$ cat src/design/mcs_pkg.sv
package mcs_pkg;

   // ------------------------------------------------------------------
   // Register offsets (byte addresses)
   // ------------------------------------------------------------------
   localparam int          ADDR_W     = 8;
   localparam logic [7:0]  OFF_CFG3   = 8'h00;
   localparam logic [7:0]  OFF_CFG4   = 8'h04;
   localparam logic [7:0]  OFF_CFG5   = 8'h08;
   localparam logic [7:0]  OFF_CFG6   = 8'h0c;
   localparam logic [7:0]  OFF_USER   = 8'h10;
   localparam logic [7:0]  OFF_STAT   = 8'h14;
   localparam logic [7:0]  OFF_POT    = 8'h18;
   localparam logic [7:0]  OFF_ISTAT  = 8'h1c;
   localparam logic [7:0]  OFF_IMASK  = 8'h20;

   // ------------------------------------------------------------------
   // Field positions
   // ------------------------------------------------------------------
   localparam int CFG3_GPO_VAL_BIT   = 0;
   localparam int CFG3_PIN_FN_BIT    = 2;
   localparam int CFG3_GPO_SEL_BIT   = 4;
   localparam int CFG4_LASER_SHUTDOWN_OUT_MASK_BIT = 7;
   localparam int CFG5_FLT_POL_BIT   = 4;
   localparam int CFG6_TRS_SEL_BIT   = 2;
   localparam int CFG6_LOS_POL_BIT   = 3;
   localparam int USER_SOFT_OFF_BIT  = 0;
   localparam int USER_SOFT_TXR_BIT  = 1;
   localparam int USER_SOFT_RXR_BIT  = 2;
   localparam int USER_IRQ_EN_BIT    = 4;
   localparam int ST_TX_FAULT_BIT    = 0;
   localparam int ST_TX_OFF_BIT      = 1;
   localparam int ST_TX_RATE_BIT     = 2;
   localparam int ST_RX_RATE_BIT     = 3;
   localparam int ST_EXT_FAULT_BIT   = 4;
   localparam int ST_LASER_SHUTDOWN_OUT_BIT        = 5;
   localparam int EV_FAULT_BIT       = 0;
   localparam int EV_OFF_BIT         = 1;
   localparam int EV_TXR_BIT         = 2;
   localparam int EV_RXR_BIT         = 3;
   localparam int EV_W               = 4;
   localparam int POT_W              = 5;

   // ------------------------------------------------------------------
   // Reset values
   // ------------------------------------------------------------------
   localparam logic [7:0]       CFG_RST   = 8'h00;
   localparam logic [7:0]       USER_RST  = 8'h00;
   localparam logic [POT_W-1:0] POT_RST   = 5'h00;
   localparam logic [EV_W-1:0]  IMASK_RST = 4'h0;

endpackage

$ cat src/design/mcs_sync.sv
`timescale 1ns/10ps

// Two-stage synchroniser for a group of pin levels.
module mcs_sync
   import mcs_pkg::*;
#(
   parameter int WIDTH = 1
)
(
   input  wire logic             clk_i,
   input  wire logic             resetn_i,
   input  wire logic [WIDTH-1:0] d_i,
   output logic      [WIDTH-1:0] q_o
);

   typedef struct packed {
      logic [WIDTH-1:0] stage1;
      logic [WIDTH-1:0] stage2;
   } mcs_sync_state_type;

   mcs_sync_state_type state;
   mcs_sync_state_type next_state;

   always_comb
   begin
      next_state.stage1 = d_i;
      next_state.stage2 = state.stage1;
   end

   always_ff @(posedge clk_i)
   begin
      if (!resetn_i)
         state <= '0;
      else
         state <= next_state;
   end

   assign q_o = state.stage2;

endmodule // mcs_sync

$ cat src/design/mcs_irq.sv
`timescale 1ns/10ps

// Sticky event flags, write-one-to-clear, masked onto one level.
module mcs_irq
   import mcs_pkg::*;
#(
   parameter int WIDTH = EV_W
)
(
   input  wire logic             clk_i,
   input  wire logic             resetn_i,
   input  wire logic [WIDTH-1:0] event_i,
   input  wire logic [WIDTH-1:0] clear_i,
   input  wire logic [WIDTH-1:0] mask_i,
   output logic      [WIDTH-1:0] status_o,
   output logic                  irq_o
);

   typedef struct packed {
      logic [WIDTH-1:0] status;
   } mcs_irq_state_type;

   mcs_irq_state_type state;
   mcs_irq_state_type next_state;

   // A set arriving with its clear wins.
   always_comb
   begin
      next_state.status = (state.status & ~clear_i) | event_i;
   end

   always_ff @(posedge clk_i)
   begin
      if (!resetn_i)
         state <= '0;
      else
         state <= next_state;
   end

   assign status_o = state.status;
   assign irq_o    = |(state.status & mask_i);

endmodule // mcs_irq

$ cat src/design/mcs_pins.sv
// Added by the designer: the APB slave port and the placing of the registers.
`timescale 1ns/10ps

// Notes on behaviour
// - Config-three bit 2 low drives shared pin as shutdown; high makes it input.
// - Shutdown asserts on fault unless config-four bit 7 masks it.
// - In input mode, external fault level ORs with internal faults into fault.
// - Fault output is open-drain; config-five bit 4 selects active-high or low.
// - Status always shows the actual transmit-fault pin level.
// - Transmitter is off when disable input high or soft disable bit set.
// - Status always shows the transmit-disable input level.
// - Transmit rate output is rate input ORed with soft transmit rate bit.
// - Status always shows the transmit rate-select input level.
// - Receive rate output is rate input ORed with soft receive rate bit.
// - Status always shows the receive rate-select input level.
// - Irq enable resets to 0 keeping analog input; 1 makes open-drain output.
// - As output, the supply-monitor pin carries the active-low interrupt.
// - A 5-bit register selects the receive-power potentiometer tap.
// - Transmit rate appears on loss pin only when config-six bit 2 set.
// - Receive rate on its pin only when config-three bit 4 clear, else GPO.
module mcs_pins
   import mcs_pkg::*;
(
   input  wire logic              CLK_I,
   input  wire logic              RESETN_I,
   input  wire logic              PSEL_I,
   input  wire logic              PENABLE_I,
   input  wire logic              PWRITE_I,
   input  wire logic [ADDR_W-1:0] PADDR_I,
   input  wire logic [31:0]       PWDATA_I,
   output logic      [31:0]       PRDATA_O,
   output logic                   PREADY_O,
   output logic                   PSLVERR_O,
   input  wire logic              INT_FAULT_I,
   input  wire logic              LOSS_I,
   input  wire logic              LASER_SHUTDOWN_OUT_FLT_PIN_I,
   output logic                   LASER_SHUTDOWN_OUT_FLT_PIN_O,
   output logic                   LASER_SHUTDOWN_OUT_FLT_PIN_OE_O,
   input  wire logic              TX_FAULT_PIN_I,
   output logic                   TX_FAULT_PIN_O,
   output logic                   TX_FAULT_PIN_OE_O,
   input  wire logic              TX_OFF_I,
   output logic                   TX_DISABLE_O,
   input  wire logic              TX_RATE_SEL_I,
   input  wire logic              RX_RATE_SEL_I,
   output logic                   LOSS_PIN_O,
   output logic                   LOSS_PIN_OE_O,
   output logic                   RX_RATE_PIN_O,
   output logic                   RX_RATE_PIN_OE_O,
   output logic                   SUPPLY_IRQ_PIN_O,
   output logic                   SUPPLY_IRQ_PIN_OE_O,
   output logic                   SUPPLY_ANALOG_SEL_O,
   output logic                   IRQ_O,
   output logic      [POT_W-1:0]  RX_POT_TAP_O
);

   // -------------------------------------------------------------------
   // State
   // -------------------------------------------------------------------
   typedef struct packed {
      logic [7:0]       cfg3;
      logic [7:0]       cfg4;
      logic [7:0]       cfg5;
      logic [7:0]       cfg6;
      logic [7:0]       user;
      logic [POT_W-1:0] pot;
      logic [EV_W-1:0]  imask;
      logic [31:0]      prdata;
      logic             prev_fault;
      logic             prev_off;
      logic             prev_txr;
      logic             prev_rxr;
      logic             laser_shutdown_out_o;
      logic             laser_shutdown_out_oe;
      logic             flt_oe;
      logic             tx_dis;
      logic             loss_oe;
      logic             rxr_o;
      logic             rxr_oe;
      logic             irq_oe;
   } mcs_pins_state_type;

   localparam mcs_pins_state_type RESET_STATE = '{
      cfg3: CFG_RST, cfg4: CFG_RST, cfg5: CFG_RST, cfg6: CFG_RST,
      user: USER_RST, pot: POT_RST, imask: IMASK_RST,
      default: '0};

   mcs_pins_state_type state;
   mcs_pins_state_type next_state;

   logic [4:0]      pins_sync;
   logic            ext_fault_s;
   logic            flt_pin_s;
   logic            off_s;
   logic            txr_s;
   logic            rxr_s;
   logic            fault_all;
   logic            tx_rate;
   logic            rx_rate;
   logic            irq_level;
   logic [EV_W-1:0] events;
   logic [EV_W-1:0] ev_clear;
   logic [EV_W-1:0] ev_status;
   logic [7:0]      status;
   logic            setup;
   logic            wr_acc;
   logic            hit;
   logic [31:0]     rd_mux;

   // -------------------------------------------------------------------
   // Pin input synchronisers
   // -------------------------------------------------------------------
   mcs_sync #(.WIDTH(5)) u_sync (
      .clk_i    (CLK_I),
      .resetn_i (RESETN_I),
      .d_i      ({LASER_SHUTDOWN_OUT_FLT_PIN_I, TX_FAULT_PIN_I, TX_OFF_I,
                  TX_RATE_SEL_I, RX_RATE_SEL_I}),
      .q_o      (pins_sync)
   );

   assign ext_fault_s = pins_sync[4];
   assign flt_pin_s   = pins_sync[3];
   assign off_s       = pins_sync[2];
   assign txr_s       = pins_sync[1];
   assign rxr_s       = pins_sync[0];

   // -------------------------------------------------------------------
   // Pin functions
   // -------------------------------------------------------------------
   assign fault_all = INT_FAULT_I
                    | (state.cfg3[CFG3_PIN_FN_BIT] & ext_fault_s);
   assign tx_rate   = txr_s | state.user[USER_SOFT_TXR_BIT];
   assign rx_rate   = rxr_s | state.user[USER_SOFT_RXR_BIT];

   assign status = {2'b00,
                    state.laser_shutdown_out_o,
                    ext_fault_s,
                    rxr_s,
                    txr_s,
                    off_s,
                    flt_pin_s
                   };

   assign events[EV_FAULT_BIT] = fault_all & ~state.prev_fault;
   assign events[EV_OFF_BIT]   = off_s ^ state.prev_off;
   assign events[EV_TXR_BIT]   = txr_s ^ state.prev_txr;
   assign events[EV_RXR_BIT]   = rxr_s ^ state.prev_rxr;

   // -------------------------------------------------------------------
   // Bus decode
   // -------------------------------------------------------------------
   assign setup  = PSEL_I & ~PENABLE_I;
   assign wr_acc = PSEL_I & PENABLE_I & PWRITE_I & hit;

   always_comb
   begin
      hit    = 1'b1;
      rd_mux = '0;
      case (PADDR_I)
         OFF_CFG3:  rd_mux[7:0] = state.cfg3;
         OFF_CFG4:  rd_mux[7:0] = state.cfg4;
         OFF_CFG5:  rd_mux[7:0] = state.cfg5;
         OFF_CFG6:  rd_mux[7:0] = state.cfg6;
         OFF_USER:  rd_mux[7:0] = state.user;
         OFF_STAT:  rd_mux[7:0] = status;
         OFF_POT:   rd_mux[POT_W-1:0] = state.pot;
         OFF_ISTAT: rd_mux[EV_W-1:0] = ev_status;
         OFF_IMASK: rd_mux[EV_W-1:0] = state.imask;
         default:   hit = 1'b0;
      endcase
   end

   assign ev_clear = (wr_acc && PADDR_I == OFF_ISTAT)
                     ? PWDATA_I[EV_W-1:0] : '0;

   mcs_irq #(.WIDTH(EV_W)) u_irq (
      .clk_i    (CLK_I),
      .resetn_i (RESETN_I),
      .event_i  (events),
      .clear_i  (ev_clear),
      .mask_i   (state.imask),
      .status_o (ev_status),
      .irq_o    (irq_level)
   );

   // -------------------------------------------------------------------
   // Next state
   // -------------------------------------------------------------------
   always_comb
   begin
      next_state            = state;
      next_state.prev_fault = fault_all;
      next_state.prev_off   = off_s;
      next_state.prev_txr   = txr_s;
      next_state.prev_rxr   = rxr_s;

      // Read data is captured in the setup cycle and shown in access.
      if (setup)
         next_state.prdata = rd_mux;

      if (wr_acc)
      begin
         case (PADDR_I)
            OFF_CFG3:  next_state.cfg3  = PWDATA_I[7:0];
            OFF_CFG4:  next_state.cfg4  = PWDATA_I[7:0];
            OFF_CFG5:  next_state.cfg5  = PWDATA_I[7:0];
            OFF_CFG6:  next_state.cfg6  = PWDATA_I[7:0];
            OFF_USER:  next_state.user  = PWDATA_I[7:0];
            OFF_POT:   next_state.pot   = PWDATA_I[POT_W-1:0];
            OFF_IMASK: next_state.imask = PWDATA_I[EV_W-1:0];
            default:   next_state.imask = state.imask;
         endcase
      end

      // Shared pin: shutdown output or external fault input.
      next_state.laser_shutdown_out_oe = ~state.cfg3[CFG3_PIN_FN_BIT];
      next_state.laser_shutdown_out_o  = ~state.cfg3[CFG3_PIN_FN_BIT]
                         & INT_FAULT_I
                         & ~state.cfg4[CFG4_LASER_SHUTDOWN_OUT_MASK_BIT];

      // Open-drain fault pin pulls low when the wanted level is low.
      next_state.flt_oe = ~(fault_all
                          ^ state.cfg5[CFG5_FLT_POL_BIT]);

      next_state.tx_dis = off_s
                        | state.user[USER_SOFT_OFF_BIT];

      if (state.cfg6[CFG6_TRS_SEL_BIT])
         next_state.loss_oe = ~tx_rate;
      else
         next_state.loss_oe = ~(LOSS_I ^ state.cfg6[CFG6_LOS_POL_BIT]);

      if (state.cfg3[CFG3_GPO_SEL_BIT])
      begin
         // General-purpose output is push-pull.
         next_state.rxr_o  = state.cfg3[CFG3_GPO_VAL_BIT];
         next_state.rxr_oe = 1'b1;
      end
      else
      begin
         next_state.rxr_o  = 1'b0;
         next_state.rxr_oe = ~rx_rate;
      end

      next_state.irq_oe = state.user[USER_IRQ_EN_BIT]
                        & irq_level;
   end

   always_ff @(posedge CLK_I)
   begin
      if (!RESETN_I)
         state <= RESET_STATE;
      else
         state <= next_state;
   end

   // -------------------------------------------------------------------
   // Outputs
   // -------------------------------------------------------------------
   assign PRDATA_O            = state.prdata;
   assign PREADY_O            = 1'b1;
   assign PSLVERR_O           = PSEL_I & PENABLE_I & ~hit;
   assign LASER_SHUTDOWN_OUT_FLT_PIN_O      = state.laser_shutdown_out_o;
   assign LASER_SHUTDOWN_OUT_FLT_PIN_OE_O   = state.laser_shutdown_out_oe;
   assign TX_FAULT_PIN_O      = 1'b0;
   assign TX_FAULT_PIN_OE_O   = state.flt_oe;
   assign TX_DISABLE_O        = state.tx_dis;
   assign LOSS_PIN_O          = 1'b0;
   assign LOSS_PIN_OE_O       = state.loss_oe;
   assign RX_RATE_PIN_O       = state.rxr_o;
   assign RX_RATE_PIN_OE_O    = state.rxr_oe;
   assign SUPPLY_IRQ_PIN_O    = 1'b0;
   assign SUPPLY_IRQ_PIN_OE_O = state.irq_oe;
   assign SUPPLY_ANALOG_SEL_O = ~state.user[USER_IRQ_EN_BIT];
   assign IRQ_O               = irq_level;
   assign RX_POT_TAP_O        = state.pot;

endmodule // mcs_pins

$ cat config.mk
export PLATFORM = sky130hd
export DESIGN_NAME = mcs_pins
export DESIGN_NICKNAME = d
export VERILOG_FILES = /design/src/design/mcs_pkg.sv /design/src/design/mcs_sync.sv /design/src/design/mcs_irq.sv /design/src/design/mcs_pins.sv
export SDC_FILE = /design/constraint.sdc
export NUM_CORES = 1
export LEC_CHECK = 0
export BUFFER_PORTS_ARGS = -buffer_cell sky130_fd_sc_hd__buf_4
export CORE_MARGIN = 1.5
export CORE_UTILIZATION = 24
export DETAILED_ROUTE_END_ITERATION = 16
export GPL_TIMING_DRIVEN = 0
export SLEW_MARGIN = 20
export SYNTH_ARGS = -nofsm -noshare
export SYNTH_HDL_FRONTEND = slang
export SYNTH_HIERARCHICAL = 1
export SYNTH_SLANG_ARGS = --single-unit
$ cat constraint.sdc
create_clock -name CLK_I -period 5.1 [get_ports CLK_I]
set_clock_uncertainty 0.2 [all_clocks]
set_input_delay 0.765 -clock CLK_I [delete_from_list [all_inputs] [get_ports CLK_I]]
set_output_delay 0.765 -clock CLK_I [all_outputs]
set_load 0.02 [all_outputs]
# After elaboration in Yosys (flattened, before gate mapping)
# Cells that the tools add are included.
# classes
shift,0
order_cmp,0
bitwise,33
eq_ne,8
n_mul,0
addsub,0
reduce_logical,12
muxes,7
div,0
# op_table
op,n
4-bit case mux with 9 select lines,1
"8-bit by 5-bit == test with 1-bit output, second input constant",4
3-bit case mux with 6 select lines,1
"8-bit by 4-bit == test with 1-bit output, second input constant",2
2-bit AND reduction,8
1-bit bitwise AND,10
1-bit NOT,10
9-bit OR reduction,1
4-bit bitwise AND,2
"8-bit by 3-bit == test with 1-bit output, second input constant",1
"8-bit by 6-bit == test with 1-bit output, second input constant",1
8-bit zero test,1
1-bit case mux with 7 select lines,1
1-bit XOR,5
4-bit 2-to-1 mux,1
4-bit NOT,1
1-bit bitwise OR,4
4-bit bitwise OR,1
4-bit OR reduction,1
1-bit 2-to-1 mux,3
1-bit logical AND,1
# totals
out_inout_bits,52
regBits,83
latchBits,0
ram_bits,0
word_cells,83
n_memories,0
input_bits,52
rom_bits,0

# Logic depth before layout (Yosys ltp)
# Gate-level depths: netlist of run 1.
# depth
depth_word,9
mapped_depth,7
depth_no_buf,6

# By module
# Netlist of run 1, hierarchy kept.
# by_module_without_submodules
mod,instances,area_each_um2,cells_per_inst,seq_area_each_um2
mcs_pins,1,3418.3,370,1381.3
mcs_sync,1,262.8,20,200.2
mcs_irq,1,153.9,15,80.1

# Worst setup path before layout of run 1
# Ideal clock, no wire load.
# synth_timing
kind,input-to-output
start,in PADDR_I[3]
end,out PSLVERR_O
slack_ps,2284
t_arrival_ps,1851
n_path_buf,2
stages,5
required_ps,4135
path_cell_list,clkbuf_1 > buf_2 > or3_1 > nand2_1 > a21oi_1
# synth_via
elab_chain_len,5
word_cells_on_any_way,13
classes_between,eq/ne (8); mux (1); bitwise (2); reduce/logical (2)
# synth_lines
element,line_no,rtl
from (decl),mcs_pins.sv:29,"input wire logic [ADDR_W-1:0] PADDR_I,"
8-bit by 5-bit == test with 1-bit output (tied with other cells),mcs_pins.sv:159,case (PADDR_I)
9-bit OR reduction (no line) (*),-,
1-bit 2-to-1 mux (*),mcs_pins.sv:159,
1-bit NOT (*),mcs_pins.sv:262,assign PSLVERR_O = PSEL_I & PENABLE_I & ~hit;
1-bit bitwise AND (*),mcs_pins.sv:262,
to (decl),mcs_pins.sv:33,"output logic PSLVERR_O,"
# Mark *: on every way between the ends. The rest lies on a longest branch, timed or not.

# Final worst setup path of run 1
# Ends and elaborated chain as after synthesis.

==> reports/metrics.cfg, run 1 <==
[timing]
drv_slew=0
fin_crit_sh_pct=61.98
min_period_ps=3161
tns_ps=0
finalSetupViolations=0
clock.fmax_ghz=0.3164
slew_headroom_pct=33.50
rsz0062_at_grt=false
finalHoldViolCount=0
worstMarginPinSlew_ps=988.4

[critical_path]
cp_slowest_stage_delay_ps=440
cp.arrival_ps=2200
r2r_cells=4
critPathCaptureType=output port
startpoint=PADDR_I[3]
startpoint_type=input pin
cp.required_ps=4140
regToRegSetupSlack_ps=3470
path_cells=clkbuf_1, buf_2, or3_1, nand2_1, a21oi_1, buf_4
crit_slowest_cell=clkbuf_1
r2r-start=state[87]
worstSetupEndpoint=PSLVERR_O
critical_path_class=in2out
reg2reg_to=PRDATA_O[2]
cp_max_fo=10

[job]
maxCapViolations=0

[floorplanning]
start_util_pct=24.32
die_w_um=129.4
dieArea_um2=16750
ios=104
fp-row-count=46
die_h_um=129.4
placeableCoreArea_um2=15770

[final_layout]
fin_util_pct=30.86
stdcell_count=712
antenna-diode-count=0
fin_nets=543
drive_gt1_share_pct=24.60
final_common_cell=buf_4
layout_common_cells=buf_4, dfxtp_1, nor2_1, mux2i_1, conb_1
area_growth_pct=26.92

[logic_synthesis]
yosys.area.top_type=dfxtp_1
yosys_warnings=6
ys_types=46
synth_area_leaders=dfxtp_1, mux2i_1, buf_4
yosysTopAreaCellShare_pct=43.33
synth_seq_area_share_pct=43.33
synth_area_per_cell_um2=9.469
syn_inst=405
synth.ff_latch_count=83
synth_area_um2=3835

[grt]
grt_pass1_vias=2887
gr-total-overflow=0
grt_pass1_wl_um=16590
grt_usage_pct=13.28
antenna_found_initial=0
grt_max_degree=17

[worst_hold_path]
hold_path_class=reg2reg
hold_path_startpoint=u_sync/next_state[0]

[cts]
cts-hold-fix-buffers=0
cts_setup_buffers=0
clk_latency_ps=340
cts-buffers-inserted=9
cts_sinks=83
clk_pin_slew_ps=60
cts_resized=0
htree_levels=3
cts_tree=built
root_buffer=clkbuf_16
cts_buffer_depth=2

[placement]
hpwl_um=7943
routabilityCongestion=0.8609
portBuffers=49
dp.cells=696

[power_and_ir_drop]
power_density_nw_per_um2=299.1
vdd_drop_max_mv=0.1386
leakage_nw=2.284

[routing]
drc_errors=0
num_vias=3139
wl_um=10850
first_pass_iters=5
vias_per_cell=4.409
wl_per_cell_um=15.24
drtIter0Drc=327
drtAntennaViolNets=0

[run_status]
outcome=completed

-- Yosys cell counts, drive strengths merged --
| cell type | n |
|---|---|
| dfxtp | 83 |
| nor2 | 56 |
| mux2i | 49 |
| buf | 46 |
| and2 | 19 |
| nand3 | 16 |
| a21oi | 15 |
| clkbuf | 15 |
| o21ai | 14 |
| nand2 | 9 |
| nor2b | 9 |
| a22oi | 7 |
| nor3 | 7 |
| mux4 | 6 |
| mux2 | 5 |
| nand4 | 5 |
| and3 | 4 |
| o21a | 4 |
| xor2 | 4 |
| inv | 3 |
| nor4 | 3 |
| nor4b | 3 |
| a21boi | 2 |
| a221o | 2 |
| a32oi | 2 |
| conb | 2 |
| or3 | 2 |
| or4 | 2 |
| a211oi | 1 |
| a22o | 1 |
| a311oi | 1 |
| clkinv | 1 |
| nand2b | 1 |
| nand3b | 1 |
| nor3b | 1 |
| o2bb2ai | 1 |
| o31ai | 1 |
| o32a | 1 |
| xnor2 | 1 |
-- sequential cells by signal, summed over array words and instances, names as in the netlist --
signal / cells
state: 48
RX_RATE_PIN_O: 1
PRDATA_O: 8
u_irq/status_o: 4
LASER_SHUTDOWN_OUT_FLT_PIN_OE_O: 1
TX_DISABLE_O: 1
LASER_SHUTDOWN_OUT_FLT_PIN_O: 1
LOSS_PIN_OE_O: 1
u_sync/next_state: 5
RX_RATE_PIN_OE_O: 1
u_sync/q_o: 5
RX_POT_TAP_O: 5
SUPPLY_IRQ_PIN_OE_O: 1
TX_FAULT_PIN_OE_O: 1
-- area by class of cell --
cell class              instances  area [um2]
plain buffers                  61       394.1
clock buffers                  12       246.5
clock inverters                 4       50.05
fillers                      1683       10900
inverters                       4       15.01
multi-input cells             283        1862
flip-flops and latches         83        1662
well taps                     216       270.3
repair buffers                 49       367.9
-- where the power goes --
group / switching [mW] / leakage [nW] / internal (mW) / total, mW
clock: 0.266 / 0.139 / 0.392 / 0.659
combinational: 0.0817 / 1.47 / 0.0522 / 0.134
sequential: 0.00546 / 0.674 / 0.658 / 0.663
-- worst min-delay path by stage --
stage                     slack [ps]             to  cells past startpoint
final                            230  u_sync/q_o[0]                      1
after global routing             240  u_sync/q_o[0]                      1
after CTS                        230  u_sync/q_o[0]                      1
after detailed placement         220  u_sync/q_o[4]                      1
after global placement           220  u_sync/q_o[2]                      1
after floorplan                  210  u_sync/q_o[0]                      1
-- kinds of logic (layout without fill, tap and decap cells) --
group	Yosys count	count (layout)	synth area share, %
AND/OR/NAND/NOR	138	138	18.08
flip-flops	83	83	43.33
buffers and inverters	65	130	10.67
multiplexers	60	60	17.78
AO/OA/AOI/OAI	52	52	8.809
XOR/XNOR	5	5	1.142
other	2	28	0.1958
-- critical path, delay by kind of cell --
family / cells / cell delay (ps)
AO/OA/AOI/OAI: 1 / 180
buffers and inverters: 3 / 990
AND/OR/NAND/NOR: 2 / 250
-- layer usage --
metal  routed length, um  share of wire [%]  vias up  GRT usage (%)
met3                 859                7.9       12          3.922
met4                 107               0.99        0          3.503
met2                4822                 44      136          20.15
met5                   0                  0        -              0
li1                    -                  -     1509              -
met1                5060                 47     1482          18.36
-- stage by stage --
step	setup slack [ps]	instance area (um2)	hold slack [ps]	total power, mW
global placement	1733	4571	221.5	0.8090
detailed placement	1674	4571	221.6	0.8100
CTS	1928	4867	232.1	1.464
floorplan	2284	3933	211.8	0.7594
global route	1790	4867	243.8	1.508
finish	1939	4867	233.8	1.456
Power figures use the tool's default switching activity.
==> inputs of run 2 (changes only) <==
- ABC_AREA: unset -> 1
- clock period: 5.1 -> 2.76 ns (I/O delays scaled with it)
==> reports/metrics.cfg, run 2 <==
[timing]
finalHoldViolCount=0
rsz0062_at_grt=false
clock.fmax_ghz=0.3848
finalSetupViolations=0
fin_crit_sh_pct=94.15
min_period_ps=2599
tns_ps=0
drv_slew=0
worstMarginPinSlew_ps=728.2
slew_headroom_pct=51.27

[cts]
cts_tree=built
cts-buffers-inserted=9
cts_buffer_depth=2
cts_resized=0
clk_pin_slew_ps=60
clk_latency_ps=340
cts_sinks=83
root_buffer=clkbuf_16
cts-hold-fix-buffers=0
htree_levels=3
cts_setup_buffers=0

[logic_synthesis]
yosys.area.top_type=dfxtp_1
synthAdderAreaFrac_pct=0
yosysTopAreaCellShare_pct=38.74
synth_top_family_by_area=simple AND/OR/NAND/NOR gates
synth_edf_count=0
synth_seq_area_share_pct=38.74
synth.area.mux_share_pct=0
synth.most_common_cell=nand2_1
synth_compound_area_share_pct=6.214
syn_inst=653
yosys_warnings=6
synth_xor_area_share_pct=0.8168
synth_area_per_cell_um2=6.568
synth.ff_latch_count=83
synth_area_leaders=dfxtp_1, nand2_1, inv_1
async_flop_share_pct=0
synth_flop_cell=dfxtp_1
synth_area_um2=4289
yosys-top-cells-count=nand2_1, inv_1, nor2_1, dfxtp_1, buf_4
ys_types=24
synth-simple-area-share_pct=33.78

[critical_path]
cp.required_ps=2150
reg2reg_to=PRDATA_O[2]
r2r_cells=6
cp_max_fo=10
cp.arrival_ps=1980
critical_path_class=in2out
critPathCaptureType=output port
r2r-start=u_sync/q_o[1]
regToRegSetupSlack_ps=1490
startpoint_type=input pin

[run_status]
outcome=completed

[final_layout]
fin_util_pct=30.89
antenna-diode-count=0
final_common_cell=nand2_1
design_area_um2=5361
layout_common_cells=nand2_1, inv_1, buf_4, nor2_1, dfxtp_1
stdcell_count=971
fin_nets=793
fillerInstances=1917
largest-register=state
area_growth_pct=25.00
largest_register_ffs=48
drive_gt1_share_pct=17.83

[routing]
num_vias=3979
wl_per_cell_um=12.32
drc_errors=0
wl_um=11960
drtIter0Drc=270
vias_per_cell=4.098
drtAntennaViolNets=0
first_pass_iters=5

[grt]
grt_pass1_vias=3514
antenna_found_initial=0
grt_max_degree=16
gr-total-overflow=0
grt_usage_pct=13.24
grt_pass1_wl_um=18730

[floorplanning]
ios=104
fp-row-count=48
placeableCoreArea_um2=17360
die_h_um=136.7
start_util_pct=24.71
dieArea_um2=18680
die_w_um=136.7

[power_and_ir_drop]
swShare_pct=25.04
power_density_nw_per_um2=508.0
clockPowerShare_pct=45.9
vdd_drop_max_mv=0.2857
p_seq_share_pct=45.1
p_comb_share_pct=9.0
power_switching_mw=0.6821
leakage_nw=2.672
p_int_mw=2.041

[worst_hold_path]
hold_path_class=in2reg
hold_path_startpoint=TX_FAULT_PIN_I
worstHoldPathCells=3
holdPathEnd=u_sync/next_state[3]

[placement]
dpl_cell_area_um2=5051
routabilityCongestion=0.8824
hpwl_um=9035
portBuffers=51
dp.cells=955

[job]
maxCapViolations=0

[run 2: changes by cell type in the layout (fill, tap and decap cells not counted), sizes merged, moves of 16 or more]
| cell | before | now |
|---|---|---|
| a21oi | 15 | 31 |
| nand2 | 9 | 173 |
| inv | 3 | 117 |
| nor2 | 56 | 94 |
| nand4 | 5 | 35 |
| and2 | 19 | 0 |
| mux2i | 49 | 0 |
[run 2: area by class of cell]
| cell class | count | area (um2) | area share, % |
|---|---|---|---|
| Multi-Input combinational cell | 418 | 1856 | 34.61 |
| Buffer | 62 | 434.2 | 8.098 |
| Clock buffer | 10 | 239.0 | 4.457 |
| Inverter | 116 | 435.4 | 8.121 |
| Tap cell | 225 | 281.5 | 5.251 |
| Clock inverter | 6 | 71.32 | 1.330 |
| Sequential cell | 83 | 1662 | 30.99 |
| Timing Repair Buffer | 51 | 382.9 | 7.141 |
[run 2: metal layers]
metal  vias up  global-route usage, %  wire length, um
met5         -                      0                0
met4         0                  3.960              157
met3        13                  3.037              907
met2       136                  20.27             5236
met1      1730                  18.41             5658
li1       2100                      -                -
[run 2: worst max path at each step]
| stage | start | end | slack, ps |
|---|---|---|---|
| after global routing | PADDR_I[0] | PSLVERR_O | 40 |
| after floorplan | PADDR_I[5] | PSLVERR_O | 630 |
| after CTS | PADDR_I[0] | PSLVERR_O | 180 |
| final | PADDR_I[0] | PSLVERR_O | 160 |
| after detailed placement | PADDR_I[0] | PSLVERR_O | 190 |
| after global placement | PADDR_I[0] | PSLVERR_O | 160 |
[run 2: cells by family after synthesis]
| family | after synthesis |
|---|---|
| other cells | 2 |
| simple gates | 333 |
| compound gates | 53 |
| flops | 83 |
| xor+xnor | 4 |
| buf+inv | 178 |
[run 2: power groups by stage]
stage / Sequential (mW) / Clock (mW) / Combinational [mW]
final: 1.23 / 1.25 / 0.244
after global routing: 1.23 / 1.32 / 0.268
after CTS: 1.23 / 1.28 / 0.244
after detailed placement: 1.26 / 0 / 0.243
after global placement: 1.26 / 0 / 0.243
after floorplan: 1.26 / 0 / 0.155
[run 2: through the flow]
stage          setup slack (ps)  total power [mW]  hold slack (ps)
2_1_floorplan             625.9             1.411            189.5
4_1_cts                   179.8             2.750            40.73
6_report                  161.4             2.723            49.58
3_5_place_dp              187.3             1.498            204.0
5_1_grt                   40.63             2.814            48.04
3_3_place_gp              164.0             1.498            198.0
[run 2: critical path, cell delays in order]
cell and delay [ps]:
buf_4 120, inv_1 50, nand2_1 80, nor2_1 290, nand2_1 220, nand2_1 100
nor2_1 50, nand3_2 120, buf_6 170, buf_6 150, nor2_1 60, buf_4 150
==> inputs of run 3 (changes only) <==
- BUFFER_PORTS_ARGS: -buffer_cell sky130_fd_sc_hd__buf_4 -> -buffer_cell sky130_fd_sc_hd__buf_2
- clock period: 2.76 -> 3 ns (I/O delays scaled with it)
==> reports/metrics.cfg, run 3 (synthesis results as in run 2) <==
[final_layout]
area_growth_pct=21.41
fin_util_pct=30.00
drive_gt1_share_pct=17.58
final_common_cell=nand2_1
fin_nets=793
layout_common_cells=nand2_1, inv_1, nor2_1, dfxtp_1, buf_2
antenna-diode-count=0
largest_register_ffs=48
largest-register=state

[critical_path]
cp_slowest_stage_delay_ps=300
critical_path_class=in2out
cp_max_fo=10
critPathCaptureType=output port
path_cells=buf_2, inv_1, nand2_1, nor2_1, nand2_1, nand2_1, nor2_1, nand3_2, buf_6, buf_6, nor2_1, buf_2
cp.required_ps=2350
crit_slowest_cell=nor2_1
cp.arrival_ps=2050
startpoint_type=input pin

[cts]
cts_sinks=83
cts-buffers-inserted=9
root_buffer=clkbuf_16
cts-hold-fix-buffers=0
cts_tree=built
clk_pin_slew_ps=60
cts_buffer_depth=2
cts_resized=0
cts_setup_buffers=0
htree_levels=3
clk_latency_ps=340

[floorplanning]
placeableCoreArea_um2=17360
die_w_um=136.7
dieArea_um2=18680
ios=104
start_util_pct=24.71
fp-row-count=48
die_h_um=136.7

[power_and_ir_drop]
power_density_nw_per_um2=466.9
leakage_nw=2.635
vdd_drop_max_mv=0.2960

[grt]
grt_max_degree=14
grt_use_met3_pct=2.778
top_usage_layer=met2
grtUsageMet2_pct=19.91
grt_usage_pct=13.22
gr-total-overflow=0
grt_pass1_vias=3487
grt_pass1_wl_um=18530
antenna_found_initial=0
grtUsageMet1_pct=18.44

[routing]
drc_errors=0
first_pass_iters=6
wl_um=11920
drtAntennaViolNets=0
num_vias=4000
wl_per_cell_um=12.29
drtIter0Drc=364
vias_per_cell=4.124

[timing]
fin_crit_sh_pct=90.15
finalSetupViolations=0
slew_headroom_pct=51.46
min_period_ps=2705
worstMarginPinSlew_ps=725.4
clock.fmax_ghz=0.3698
finalHoldViolCount=0
rsz0062_at_grt=false
drv_slew=0
tns_ps=0

[placement]
hpwl_um=8965
portBuffers=51
routabilityCongestion=0.8799

[run_status]
outcome=completed

[worst_hold_path]
hold_path_class=in2reg

[job]
maxCapViolations=0

==> run 3: layout make-up <==
| cell class | count | area, um2 |
|---|---|---|
| Buffer | 62 | 434.2 |
| Clock inverter | 5 | 55.05 |
| Fill cell | 1945 | 12150 |
| Sequential cell | 83 | 1662 |
| Clock buffer | 10 | 229.0 |
| Timing Repair Buffer | 51 | 255.2 |
| Inverter | 116 | 435.4 |
| Tap cell | 225 | 281.5 |
| Multi-Input combinational cell | 418 | 1856 |
==> run 3: per-stage QoR <==
| step | worst slack [ps] | cells | area [um2] | total power, mW | hold WS [ps] |
|---|---|---|---|---|---|
| 5_1_grt | 184.1 | 970 | 5207 | 2.517 | 85.23 |
| 2_1_floorplan | 793.9 | 679 | 4387 | 1.298 | 189.5 |
| 3_5_place_dp | 344.4 | 955 | 4923 | 1.364 | 196.3 |
| 4_1_cts | 313.0 | 970 | 5207 | 2.443 | 84.53 |
| 6_report | 295.5 | 970 | 5207 | 2.431 | 89.90 |
| 3_3_place_gp | 328.0 | 955 | 4923 | 1.364 | 199.0 |
==> run 3: path summary, 6_finish.rpt <==
kind	start	to	slack [ps]	cells past startpoint
worst max-delay path	PADDR_I[0]	PSLVERR_O	300	12
worst min-delay path	LASER_SHUTDOWN_OUT_FLT_PIN_I	u_sync/next_state[4]	90	3
worst max register to register	u_sync/q_o[0]	PRDATA_O[3]	1700	6
worst min register to register	u_sync/next_state[0]	u_sync/q_o[0]	210	2
==> run 3: critical path: cells and delay by family <==
kind,cells,cell delay [ps]
buffers and inverters,5,650
and+or+nand+nor,7,940
==> run 3: where the power goes <==
part,switching [mW],total (mW),internal [mW]
registers,0.0109,1.13,1.12
logic,0.140,0.211,0.0711
clock network,0.453,1.09,0.638
==> run 3: layer usage <==
metal,vias to the layer above,wire length [um]
met5,-,0
li1,2096,-
met1,1756,5723
met4,0,221
met2,130,5101
met3,18,873
